<file path="src/hprw_pkg.sv">
// Purpose: Shared constants and types for the host power/reset watchdog block
// Assumes: 250 MHz pclk, APB register access
// Notes:   Pulse lengths in 1/32 s ticks, watchdog in 1 s ticks
package hprw_pkg;
  localparam int unsigned CLK_HZ          = 250_000_000;
  localparam int unsigned TICK32_HZ       = 32;
  localparam int unsigned TICK32_CYC      = CLK_HZ / TICK32_HZ;
  localparam logic [5:0]  TICKS_PER_SEC   = 6'h20;
  localparam logic [7:0]  HOLD_LONG_T32   = 8'h80;
  localparam logic [7:0]  HOLD_SHORT_T32  = 8'h08;
  localparam logic [7:0]  RST_PULSE_T32   = 8'h20;
  localparam logic [7:0]  PULSE_DEF_T32   = 8'h20;
  localparam logic [7:0]  EXTRA_MAX_T32   = 8'ha0;

  localparam logic [7:0]  EN_RESET_INV    = 8'h02;
  localparam logic [7:0]  EN_POWER_INV    = 8'h04;
  localparam logic [7:0]  STAT_WDOG_ACT   = 8'h08;
  localparam logic [7:0]  EN_BLANK        = 8'h10;
  localparam logic [7:0]  EN_KEY_RESET    = 8'h20;
  localparam logic [7:0]  EN_KEY_PWR_ON   = 8'h40;
  localparam logic [7:0]  EN_KEY_PWR_OFF  = 8'h80;

  localparam logic [7:0]  CMD_PWR_CFG     = 8'h1c;
  localparam logic [7:0]  CMD_WDOG        = 8'h1d;
  localparam logic [7:0]  CMD_STATUS      = 8'h1e;
  localparam logic [7:0]  ACK_FLAG        = 8'h40;
  localparam logic [4:0]  STATUS_LEN      = 5'h0f;

  localparam logic [11:0] ADDR_CMD        = 12'h000;
  localparam logic [11:0] ADDR_REPLY      = 12'h004;
  localparam logic [11:0] ADDR_STAT0      = 12'h008;
  localparam logic [11:0] ADDR_STAT1      = 12'h00c;

  typedef enum logic [2:0] {
    HPRW_IDLE,
    HPRW_RST_PULSE,
    HPRW_ON_PULSE,
    HPRW_OFF_PULSE,
    HPRW_OFF_EXTRA,
    HPRW_SELF_RST
  } hprw_state_type;

  typedef struct packed {
    logic        keep;
    logic        ok;
    logic [31:0] rdata;
  } hprw_apbrsp_type;

  typedef struct packed {
    hprw_state_type state;
    logic [7:0]     en_mask;
    logic [7:0]     pulse_len;
    logic [7:0]     wdog_cnt;
    logic           wdog_act;
    logic [5:0]     sec_div;
    logic [23:0]    pre;
    logic           tick;
    logic [7:0]     hold_t;
    logic [7:0]     run_t;
    logic           sense_d;
    logic           pwr_oe;
    logic           pwr_o;
    logic           rst_oe;
    logic           rst_o;
    logic           blank;
    logic           msg_off;
    logic           self_rst;
    logic [7:0]     reply_type;
    logic [4:0]     reply_len;
    logic           reply_vld;
    logic           pready;
    logic           pslverr;
    logic [31:0]    prdata;
  } hprw_state_all_type;
endpackage : hprw_pkg

</file>
<file path="src/hprw_top.sv">
// Purpose: Host power and reset switch controller with host watchdog
// Assumes: Keys and sense already debounced and synchronous to pclk
// Notes:   Commands arrive as APB writes; the reply sits in a register
module hprw_top
  import hprw_pkg::*;
(
  input  wire logic        pclk,
  input  wire logic        presetn,
  input  wire logic        psel,
  input  wire logic        penable,
  input  wire logic        pwrite,
  input  wire logic [11:0] paddr,
  input  wire logic [31:0] pwdata,
  output logic      [31:0] prdata,
  output logic             pready,
  output logic             pslverr,
  input  wire logic        host_sense,
  input  wire logic        key_cancel,
  input  wire logic        key_confirm,
  output logic             pwr_ctl_o,
  output logic             pwr_ctl_oe,
  output logic             rst_ctl_o,
  output logic             rst_ctl_oe,
  output logic             screen_blank,
  output logic             backlight_off,
  output logic             show_pwr_off,
  output logic             self_reset
);
  import hprw_pkg::*;

  hprw_state_all_type cur_ff;
  hprw_state_all_type nxt_st;
  logic               wr_cmd;
  logic               rd_en;
  logic [7:0]         cmd_type;
  logic [1:0]         cmd_len;
  logic               hold_sense;
  logic               host_dn_blank;

  assign cmd_type      = pwdata[7:0];
  assign cmd_len       = pwdata[9:8];
  assign wr_cmd        = psel && penable && pwrite && (paddr == ADDR_CMD) && !cur_ff.pready;
  assign rd_en         = psel && penable && !pwrite && !cur_ff.pready;
  assign hold_sense    = host_sense;
  assign host_dn_blank = ((cur_ff.en_mask & EN_BLANK) != 8'h00) && !hold_sense;

  always_comb
  begin
    nxt_st = cur_ff;
    nxt_st.tick = 1'b0;
    nxt_st.self_rst = 1'b0;
    nxt_st.pready = 1'b0;
    nxt_st.pslverr = 1'b0;
    nxt_st.sense_d = hold_sense;
    // Free-running 1/32 s prescaler and 1 s divider
    if (cur_ff.pre == 24'(TICK32_CYC - 1))
    begin
      nxt_st.pre = 24'h000000;
      nxt_st.tick = 1'b1;
    end
    else
    begin
      nxt_st.pre = cur_ff.pre + 24'h000001;
    end
    if (cur_ff.tick)
    begin
      nxt_st.sec_div = (cur_ff.sec_div == TICKS_PER_SEC - 6'h01) ? 6'h00 : cur_ff.sec_div + 6'h01;
    end

    // Blanking drives screen_blank and backlight_off; a rising host_sense with EN_BLANK set also pulses self_reset
    nxt_st.blank = host_dn_blank;
    if ((cur_ff.en_mask & EN_BLANK) != 8'h00 && hold_sense && !cur_ff.sense_d)
    begin
      nxt_st.self_rst = 1'b1;
    end

    // Key-hold timer saturates; cleared when no key is held
    if (!key_cancel && !key_confirm)
    begin
      nxt_st.hold_t = 8'h00;
    end
    else if (cur_ff.tick && cur_ff.hold_t != 8'hff)
    begin
      nxt_st.hold_t = cur_ff.hold_t + 8'h01;
    end
    if (cur_ff.tick && cur_ff.run_t != 8'h00)
    begin
      nxt_st.run_t = cur_ff.run_t - 8'h01;
    end

    // Watchdog counts down once a second
    if (cur_ff.wdog_act && cur_ff.tick && cur_ff.sec_div == TICKS_PER_SEC - 6'h01)
    begin
      if (cur_ff.wdog_cnt == 8'h01)
      begin
        nxt_st.wdog_act = 1'b0;
        nxt_st.wdog_cnt = 8'h00;
        if (cur_ff.state == HPRW_IDLE)
        begin
          nxt_st.state = HPRW_RST_PULSE;
          nxt_st.run_t = RST_PULSE_T32;
        end
      end
      else
      begin
        nxt_st.wdog_cnt = cur_ff.wdog_cnt - 8'h01;
      end
    end

    unique case (cur_ff.state)
      HPRW_IDLE:
      begin
        if (hold_sense && key_confirm && (cur_ff.en_mask & EN_KEY_RESET) != 8'h00
            && cur_ff.hold_t >= HOLD_LONG_T32)
        begin
          nxt_st.state = HPRW_RST_PULSE;
          nxt_st.run_t = RST_PULSE_T32;
        end
        else if (!hold_sense && key_confirm && (cur_ff.en_mask & EN_KEY_PWR_ON) != 8'h00
                 && cur_ff.hold_t >= HOLD_SHORT_T32)
        begin
          nxt_st.state = HPRW_ON_PULSE;
          nxt_st.run_t = cur_ff.pulse_len;
        end
        else if (hold_sense && key_cancel && (cur_ff.en_mask & EN_KEY_PWR_OFF) != 8'h00
                 && cur_ff.hold_t >= HOLD_LONG_T32)
        begin
          nxt_st.state = HPRW_OFF_PULSE;
          nxt_st.run_t = cur_ff.pulse_len;
        end
      end
      HPRW_RST_PULSE:
      begin
        if (cur_ff.run_t == 8'h00)
        begin
          nxt_st.state = HPRW_IDLE;
        end
      end
      HPRW_ON_PULSE:
      begin
        if (cur_ff.run_t == 8'h00)
        begin
          nxt_st.state = HPRW_SELF_RST;
        end
      end
      HPRW_OFF_PULSE:
      begin
        if (cur_ff.run_t == 8'h00)
        begin
          nxt_st.state = key_cancel ? HPRW_OFF_EXTRA : HPRW_IDLE;
          nxt_st.run_t = EXTRA_MAX_T32;
        end
      end
      HPRW_OFF_EXTRA:
      begin
        if (!key_cancel || cur_ff.run_t == 8'h00)
        begin
          nxt_st.state = HPRW_IDLE;
        end
      end
      HPRW_SELF_RST:
      begin
        nxt_st.self_rst = 1'b1;
        nxt_st.state = HPRW_IDLE;
      end
      default:
      begin
        nxt_st.state = HPRW_IDLE;
      end
    endcase
    // A reset pulse that finishes with a key still held also reboots the device itself
    if (cur_ff.state == HPRW_RST_PULSE && cur_ff.run_t == 8'h00 && cur_ff.hold_t != 8'h00)
    begin
      nxt_st.self_rst = 1'b1;
    end

    // Line drive: enable only while pulsing, level from invert bits
    nxt_st.rst_oe = (nxt_st.state == HPRW_RST_PULSE);
    nxt_st.rst_o  = (nxt_st.en_mask & EN_RESET_INV) != 8'h00;
    nxt_st.pwr_oe = (nxt_st.state == HPRW_ON_PULSE) || (nxt_st.state == HPRW_OFF_PULSE)
                    || (nxt_st.state == HPRW_OFF_EXTRA);
    nxt_st.pwr_o  = (nxt_st.en_mask & EN_POWER_INV) != 8'h00;
    nxt_st.msg_off = (nxt_st.state == HPRW_OFF_PULSE) || (nxt_st.state == HPRW_OFF_EXTRA);

    // Command decode; one-cycle APB answer
    if (wr_cmd)
    begin
      nxt_st.pready = 1'b1;
      nxt_st.reply_vld = 1'b1;
      nxt_st.reply_type = ACK_FLAG | cmd_type;
      nxt_st.reply_len = 5'h00;
      if (cmd_type == CMD_PWR_CFG && (cmd_len == 2'h1 || cmd_len == 2'h2))
      begin
        nxt_st.en_mask = pwdata[23:16];
        if (cmd_len == 2'h2 && pwdata[31:24] != 8'h00)
        begin
          nxt_st.pulse_len = pwdata[31:24];
        end
      end
      else if (cmd_type == CMD_WDOG && cmd_len == 2'h1)
      begin
        nxt_st.wdog_cnt = pwdata[23:16];
        nxt_st.wdog_act = pwdata[23:16] != 8'h00;
      end
      else if (cmd_type == CMD_STATUS && cmd_len == 2'h0)
      begin
        nxt_st.reply_len = STATUS_LEN;
      end
      else
      begin
        nxt_st.pslverr = 1'b1;
        nxt_st.reply_vld = 1'b0;
      end
    end
    else if (psel && penable && !cur_ff.pready)
    begin
      nxt_st.pready = 1'b1;
      nxt_st.prdata = 32'h00000000;
      if (rd_en && paddr == ADDR_REPLY)
      begin
        nxt_st.prdata = {15'h0000, cur_ff.reply_vld, 3'h0, cur_ff.reply_len, cur_ff.reply_type};
      end
      else if (rd_en && paddr == ADDR_STAT0)
      begin
        nxt_st.prdata = {16'h0000, cur_ff.wdog_cnt,
                         cur_ff.en_mask | (cur_ff.wdog_act ? STAT_WDOG_ACT : 8'h00)};
      end
      else if (rd_en && paddr == ADDR_STAT1)
      begin
        nxt_st.prdata = {24'h000000, 5'(cur_ff.state), cur_ff.blank, hold_sense, cur_ff.msg_off};
      end
      else
      begin
        nxt_st.pslverr = 1'b1;
      end
    end
  end

  always_ff @(posedge pclk or negedge presetn)
  begin
    if (!presetn)
    begin
      cur_ff <= '0;
      cur_ff.state <= HPRW_IDLE;
      cur_ff.pulse_len <= PULSE_DEF_T32;
    end
    else
    begin
      cur_ff <= nxt_st;
    end
  end

  assign prdata        = cur_ff.prdata;
  assign pready        = cur_ff.pready;
  assign pslverr       = cur_ff.pslverr;
  assign pwr_ctl_o     = cur_ff.pwr_o;
  assign pwr_ctl_oe    = cur_ff.pwr_oe;
  assign rst_ctl_o     = cur_ff.rst_o;
  assign rst_ctl_oe    = cur_ff.rst_oe;
  assign screen_blank  = cur_ff.blank;
  assign backlight_off = cur_ff.blank;
  assign show_pwr_off  = cur_ff.msg_off;
  assign self_reset    = cur_ff.self_rst;
endmodule : hprw_top

</file>
<file path="config.mk">
export PLATFORM = sky130hd
export DESIGN_NAME = hprw_top
export DESIGN_NICKNAME = d
export VERILOG_FILES = /design/src/hprw_pkg.sv /design/src/hprw_top.sv
export SDC_FILE = /design/constraint.sdc
export NUM_CORES = 1
export LEC_CHECK = 0
export ABC_CLOCK_PERIOD_IN_PS = 4600
export BUFFER_PORTS_ARGS = -buffer_cell sky130_fd_sc_hd__buf_2
export CAP_MARGIN = 15
export CORE_MARGIN = 4
export CORE_UTILIZATION = 55
export CTS_BUF_LIST = sky130_fd_sc_hd__clkbuf_8
export CTS_CLUSTER_DIAMETER = 40
export CTS_CLUSTER_SIZE = 30
export DETAILED_ROUTE_END_ITERATION = 10
export PLACE_DENSITY = 0.78
export SYNTH_ARGS = -nofsm -noshare
export SYNTH_HDL_FRONTEND = slang
export SYNTH_SLANG_ARGS = --single-unit
</file>
<file path="constraint.sdc">
create_clock -name pclk -period 4.6 [get_ports pclk]
set_input_delay 1.38 -clock pclk [delete_from_list [all_inputs] [get_ports pclk]]
set_output_delay 1.38 -clock pclk [all_outputs]
set_load 0.005 [all_outputs]
</file>
==> impl_metrics.env <==
export IMPL_io_pins=94
export IMPL_cp_slowest_cell="or4_1"
export IMPL_r2r_end="rst_ctl_oe"
export IMPL_period_needed_ns=3.51
export IMPL_dp_slack_ns=0.718
export IMPL_vias=4231
export IMPL_crit_required_ns=4.86
export IMPL_finalSetupTns_ns=0
export IMPL_core_area_sq_um=9910
export IMPL_clock_sinks=112
export IMPL_grtUsageTotal=0.209
export IMPL_crit_fanout=17
export IMPL_fill_cells=840
export IMPL_grt_max_degree=74
export IMPL_clk_pin_slew_worst_paths_ns=0.10
export IMPL_layout_common_cells="111 x dfrtp_1, 71 x buf_2, 50 x nor2_1, 49 x nand2_1, 36 x o21ai_0"
export IMPL_slowest_delay_ns=0.83
export IMPL_ys_async_sr_fraction=1.00
export IMPL_root_buffer="clkbuf_8"
export IMPL_peakVddDrop_mv=0.286
export IMPL_rows=36
export IMPL_synth_seq_cells=112
export IMPL_synth_cell_type_count=56
export IMPL_routed_wirelength_um=12000
export IMPL_cts_setup_buffers=0
export IMPL_multiInputGateArea_sq_um=2520
export IMPL_holdPathStages=0
export IMPL_syn_area_sq_um=5650
export IMPL_syn_area_per_cell_sq_um=10.1
export IMPL_timing_final_crit_share=0.764
export IMPL_overflow=0
export IMPL_nets=675
export IMPL_timing_worst_setup_path_type="in2reg"
export IMPL_portBuffers=72
export IMPL_htreeDepth=3
export IMPL_drv_slew=0
export IMPL_antennaDiodeCount=0
export IMPL_dieArea_sq_um=12000
export IMPL_drv_cap=0
export IMPL_postCtsHoldBufs=0
export IMPL_r2r_setup_slack_ns=1.93
export IMPL_grt_pass1_wl_um=19900
export IMPL_end_kind="flip-flop"
export IMPL_cts_buffer_depth=2
export IMPL_p_per_area_nw_per_um2=268
export IMPL_critPathArrivalTime_ns=3.77
export IMPL_grt_pass1_vias=4115
export IMPL_area_growth_pct=9.14
export IMPL_die_h_um=109
export IMPL_ff_latch_area_sq_um=2800
export IMPL_worstMarginPinSlew_ns=0.906
export IMPL_post_drt_via_cell_ratio=5.63
export IMPL_seq_area_frac_synth=0.496
export IMPL_setup_ws_ns=1.09
export IMPL_holdPathEnd="rst_ctl_o"
export IMPL_synthCells=557
export IMPL_firstDrtPassIters=5
export IMPL_clk_latency_ns=0.37
export IMPL_yosysWarnings=0
export IMPL_final_common_cell="dfrtp_1"
export IMPL_largest_reg_flops=86
export IMPL_rsz0062_at_grt="no"
export IMPL_status="complete, no violations"
export IMPL_top_register="cur_ff"
export IMPL_hold_violations=0
export IMPL_p_leak_nw=2.92
export IMPL_cts_buffers=9
export IMPL_routedWlPerCell_um=16.0
export IMPL_drt_iter0_markers=217
export IMPL_setup_violations=0
export IMPL_route_detailed_drc=0
export IMPL_synth_edf_count=0
export IMPL_place_detailed_hpwl_um=8920
export IMPL_skew_ns=0.00701
export IMPL_ys_flop_type="dfrtp_1"
export IMPL_reg2reg_depth=5
export IMPL_r2r_start="cur_ff[106]"
export IMPL_critPathLaunchType="input port"
export IMPL_slew_headroom=0.391
export IMPL_gp_congestion=0.908
export IMPL_clock_fmax_mhz=285
export IMPL_path_cells="buf_2 > or4_4 > or4b_4 > or4_1 > mux2_2"
export IMPL_hold_path_class="reg2reg"
export IMPL_die_w_um=109
export IMPL_post_cts_resized=0
export IMPL_min_from="cur_ff[121]"
export IMPL_cts_tree="done"
export IMPL_start_util=0.570
export IMPL_drive_gt1_frac=0.222
export IMPL_antenna_found_initial=0
export IMPL_ant_nets=0
## power breakdown
group          total [mW]  switching (mW)  internal (mW)
registers           0.986        0.000464          0.985
clock network       0.595           0.326          0.269
logic              0.0750          0.0510         0.0240
## area by class of cell
type | count | share of cell area
sequential | 112 | 0.455
clock buffer | 10 | 0.0223
tap | 133 | 0.0270
multi-input combinational | 393 | 0.408
inverter | 20 | 0.0122
clock inverter | 6 | 0.0108
timing repair buffer | 77 | 0.0649
## worst max path at each step
stage / endpoint / cells past startpoint / startpoint
detailed placement: cur_ff[105] / 5 / paddr[1]
finish: cur_ff[105] / 5 / paddr[1]
CTS: cur_ff[105] / 5 / paddr[1]
floorplan: cur_ff[112] / 6 / paddr[1]
global placement: cur_ff[105] / 5 / paddr[1]
global route: cur_ff[105] / 5 / paddr[1]
## critical path: cells and delay by family
kind / cells / cell delay [ns]
and+or+nand+nor: 3 / 1.91
muxes: 1 / 0.39
buffers and inverters: 1 / 0.10
## cell families (layout without fill, tap and decap cells)
kind of cell               Yosys count  count (layout)  synth area share
xor gates and xnor gates            27              27            0.0418
adders and majority gates           10              10            0.0221
and+or+nand+nor                    206             206             0.193
DFF                                112             112             0.496
buffers and inverters               66             113            0.0675
muxes                               41              41            0.0793
other                                1              15          0.000664
AOI/OAI and AO/OA                   94              94            0.0996
## layer usage
| metal | up-vias | GRT usage | part of all wire |
|---|---|---|---|
| li1 | 2038 | - | - |
| met1 | 2068 | 0.275 | 0.44 |
| met2 | 112 | 0.351 | 0.50 |
| met3 | 13 | 0.0352 | 0.046 |
| met4 | 0 | 0.0721 | 0.012 |
| met5 | - | 0 | 0 |
## metrics by stage
stage                     area [sq um]  cells  hold WS [ns]  total power, mW   util
final                             6170    751         0.421             1.66  0.622
after global routing              6170    751         0.447             1.72  0.622
after CTS                         6170    751         0.417             1.67  0.622
after detailed placement          5960    735         0.393             1.08  0.602
after global placement            5960    735         0.387             1.08  0.602
after floorplan                   5700    571         0.371             1.04      -
## cells in the mapped netlist (all sizes together), types with 8 or more instances
cell | number | area share
a22oi | 8 | 0.011
mux2i | 11 | 0.019
clkbuf | 10 | 0.0066
dfrtp | 111 | 0.49
buf | 36 | 0.048
inv | 19 | 0.013
nor3 | 12 | 0.011
nor4 | 9 | 0.013
nand3 | 25 | 0.022
xnor2 | 17 | 0.026
ha | 10 | 0.022
nand2 | 49 | 0.033
xor2 | 10 | 0.015
nand4 | 9 | 0.010
nor2 | 50 | 0.033
a21oi | 27 | 0.024
o21ai | 37 | 0.033
mux2 | 30 | 0.060
Note: power is estimated with default switching activity, not from simulation.
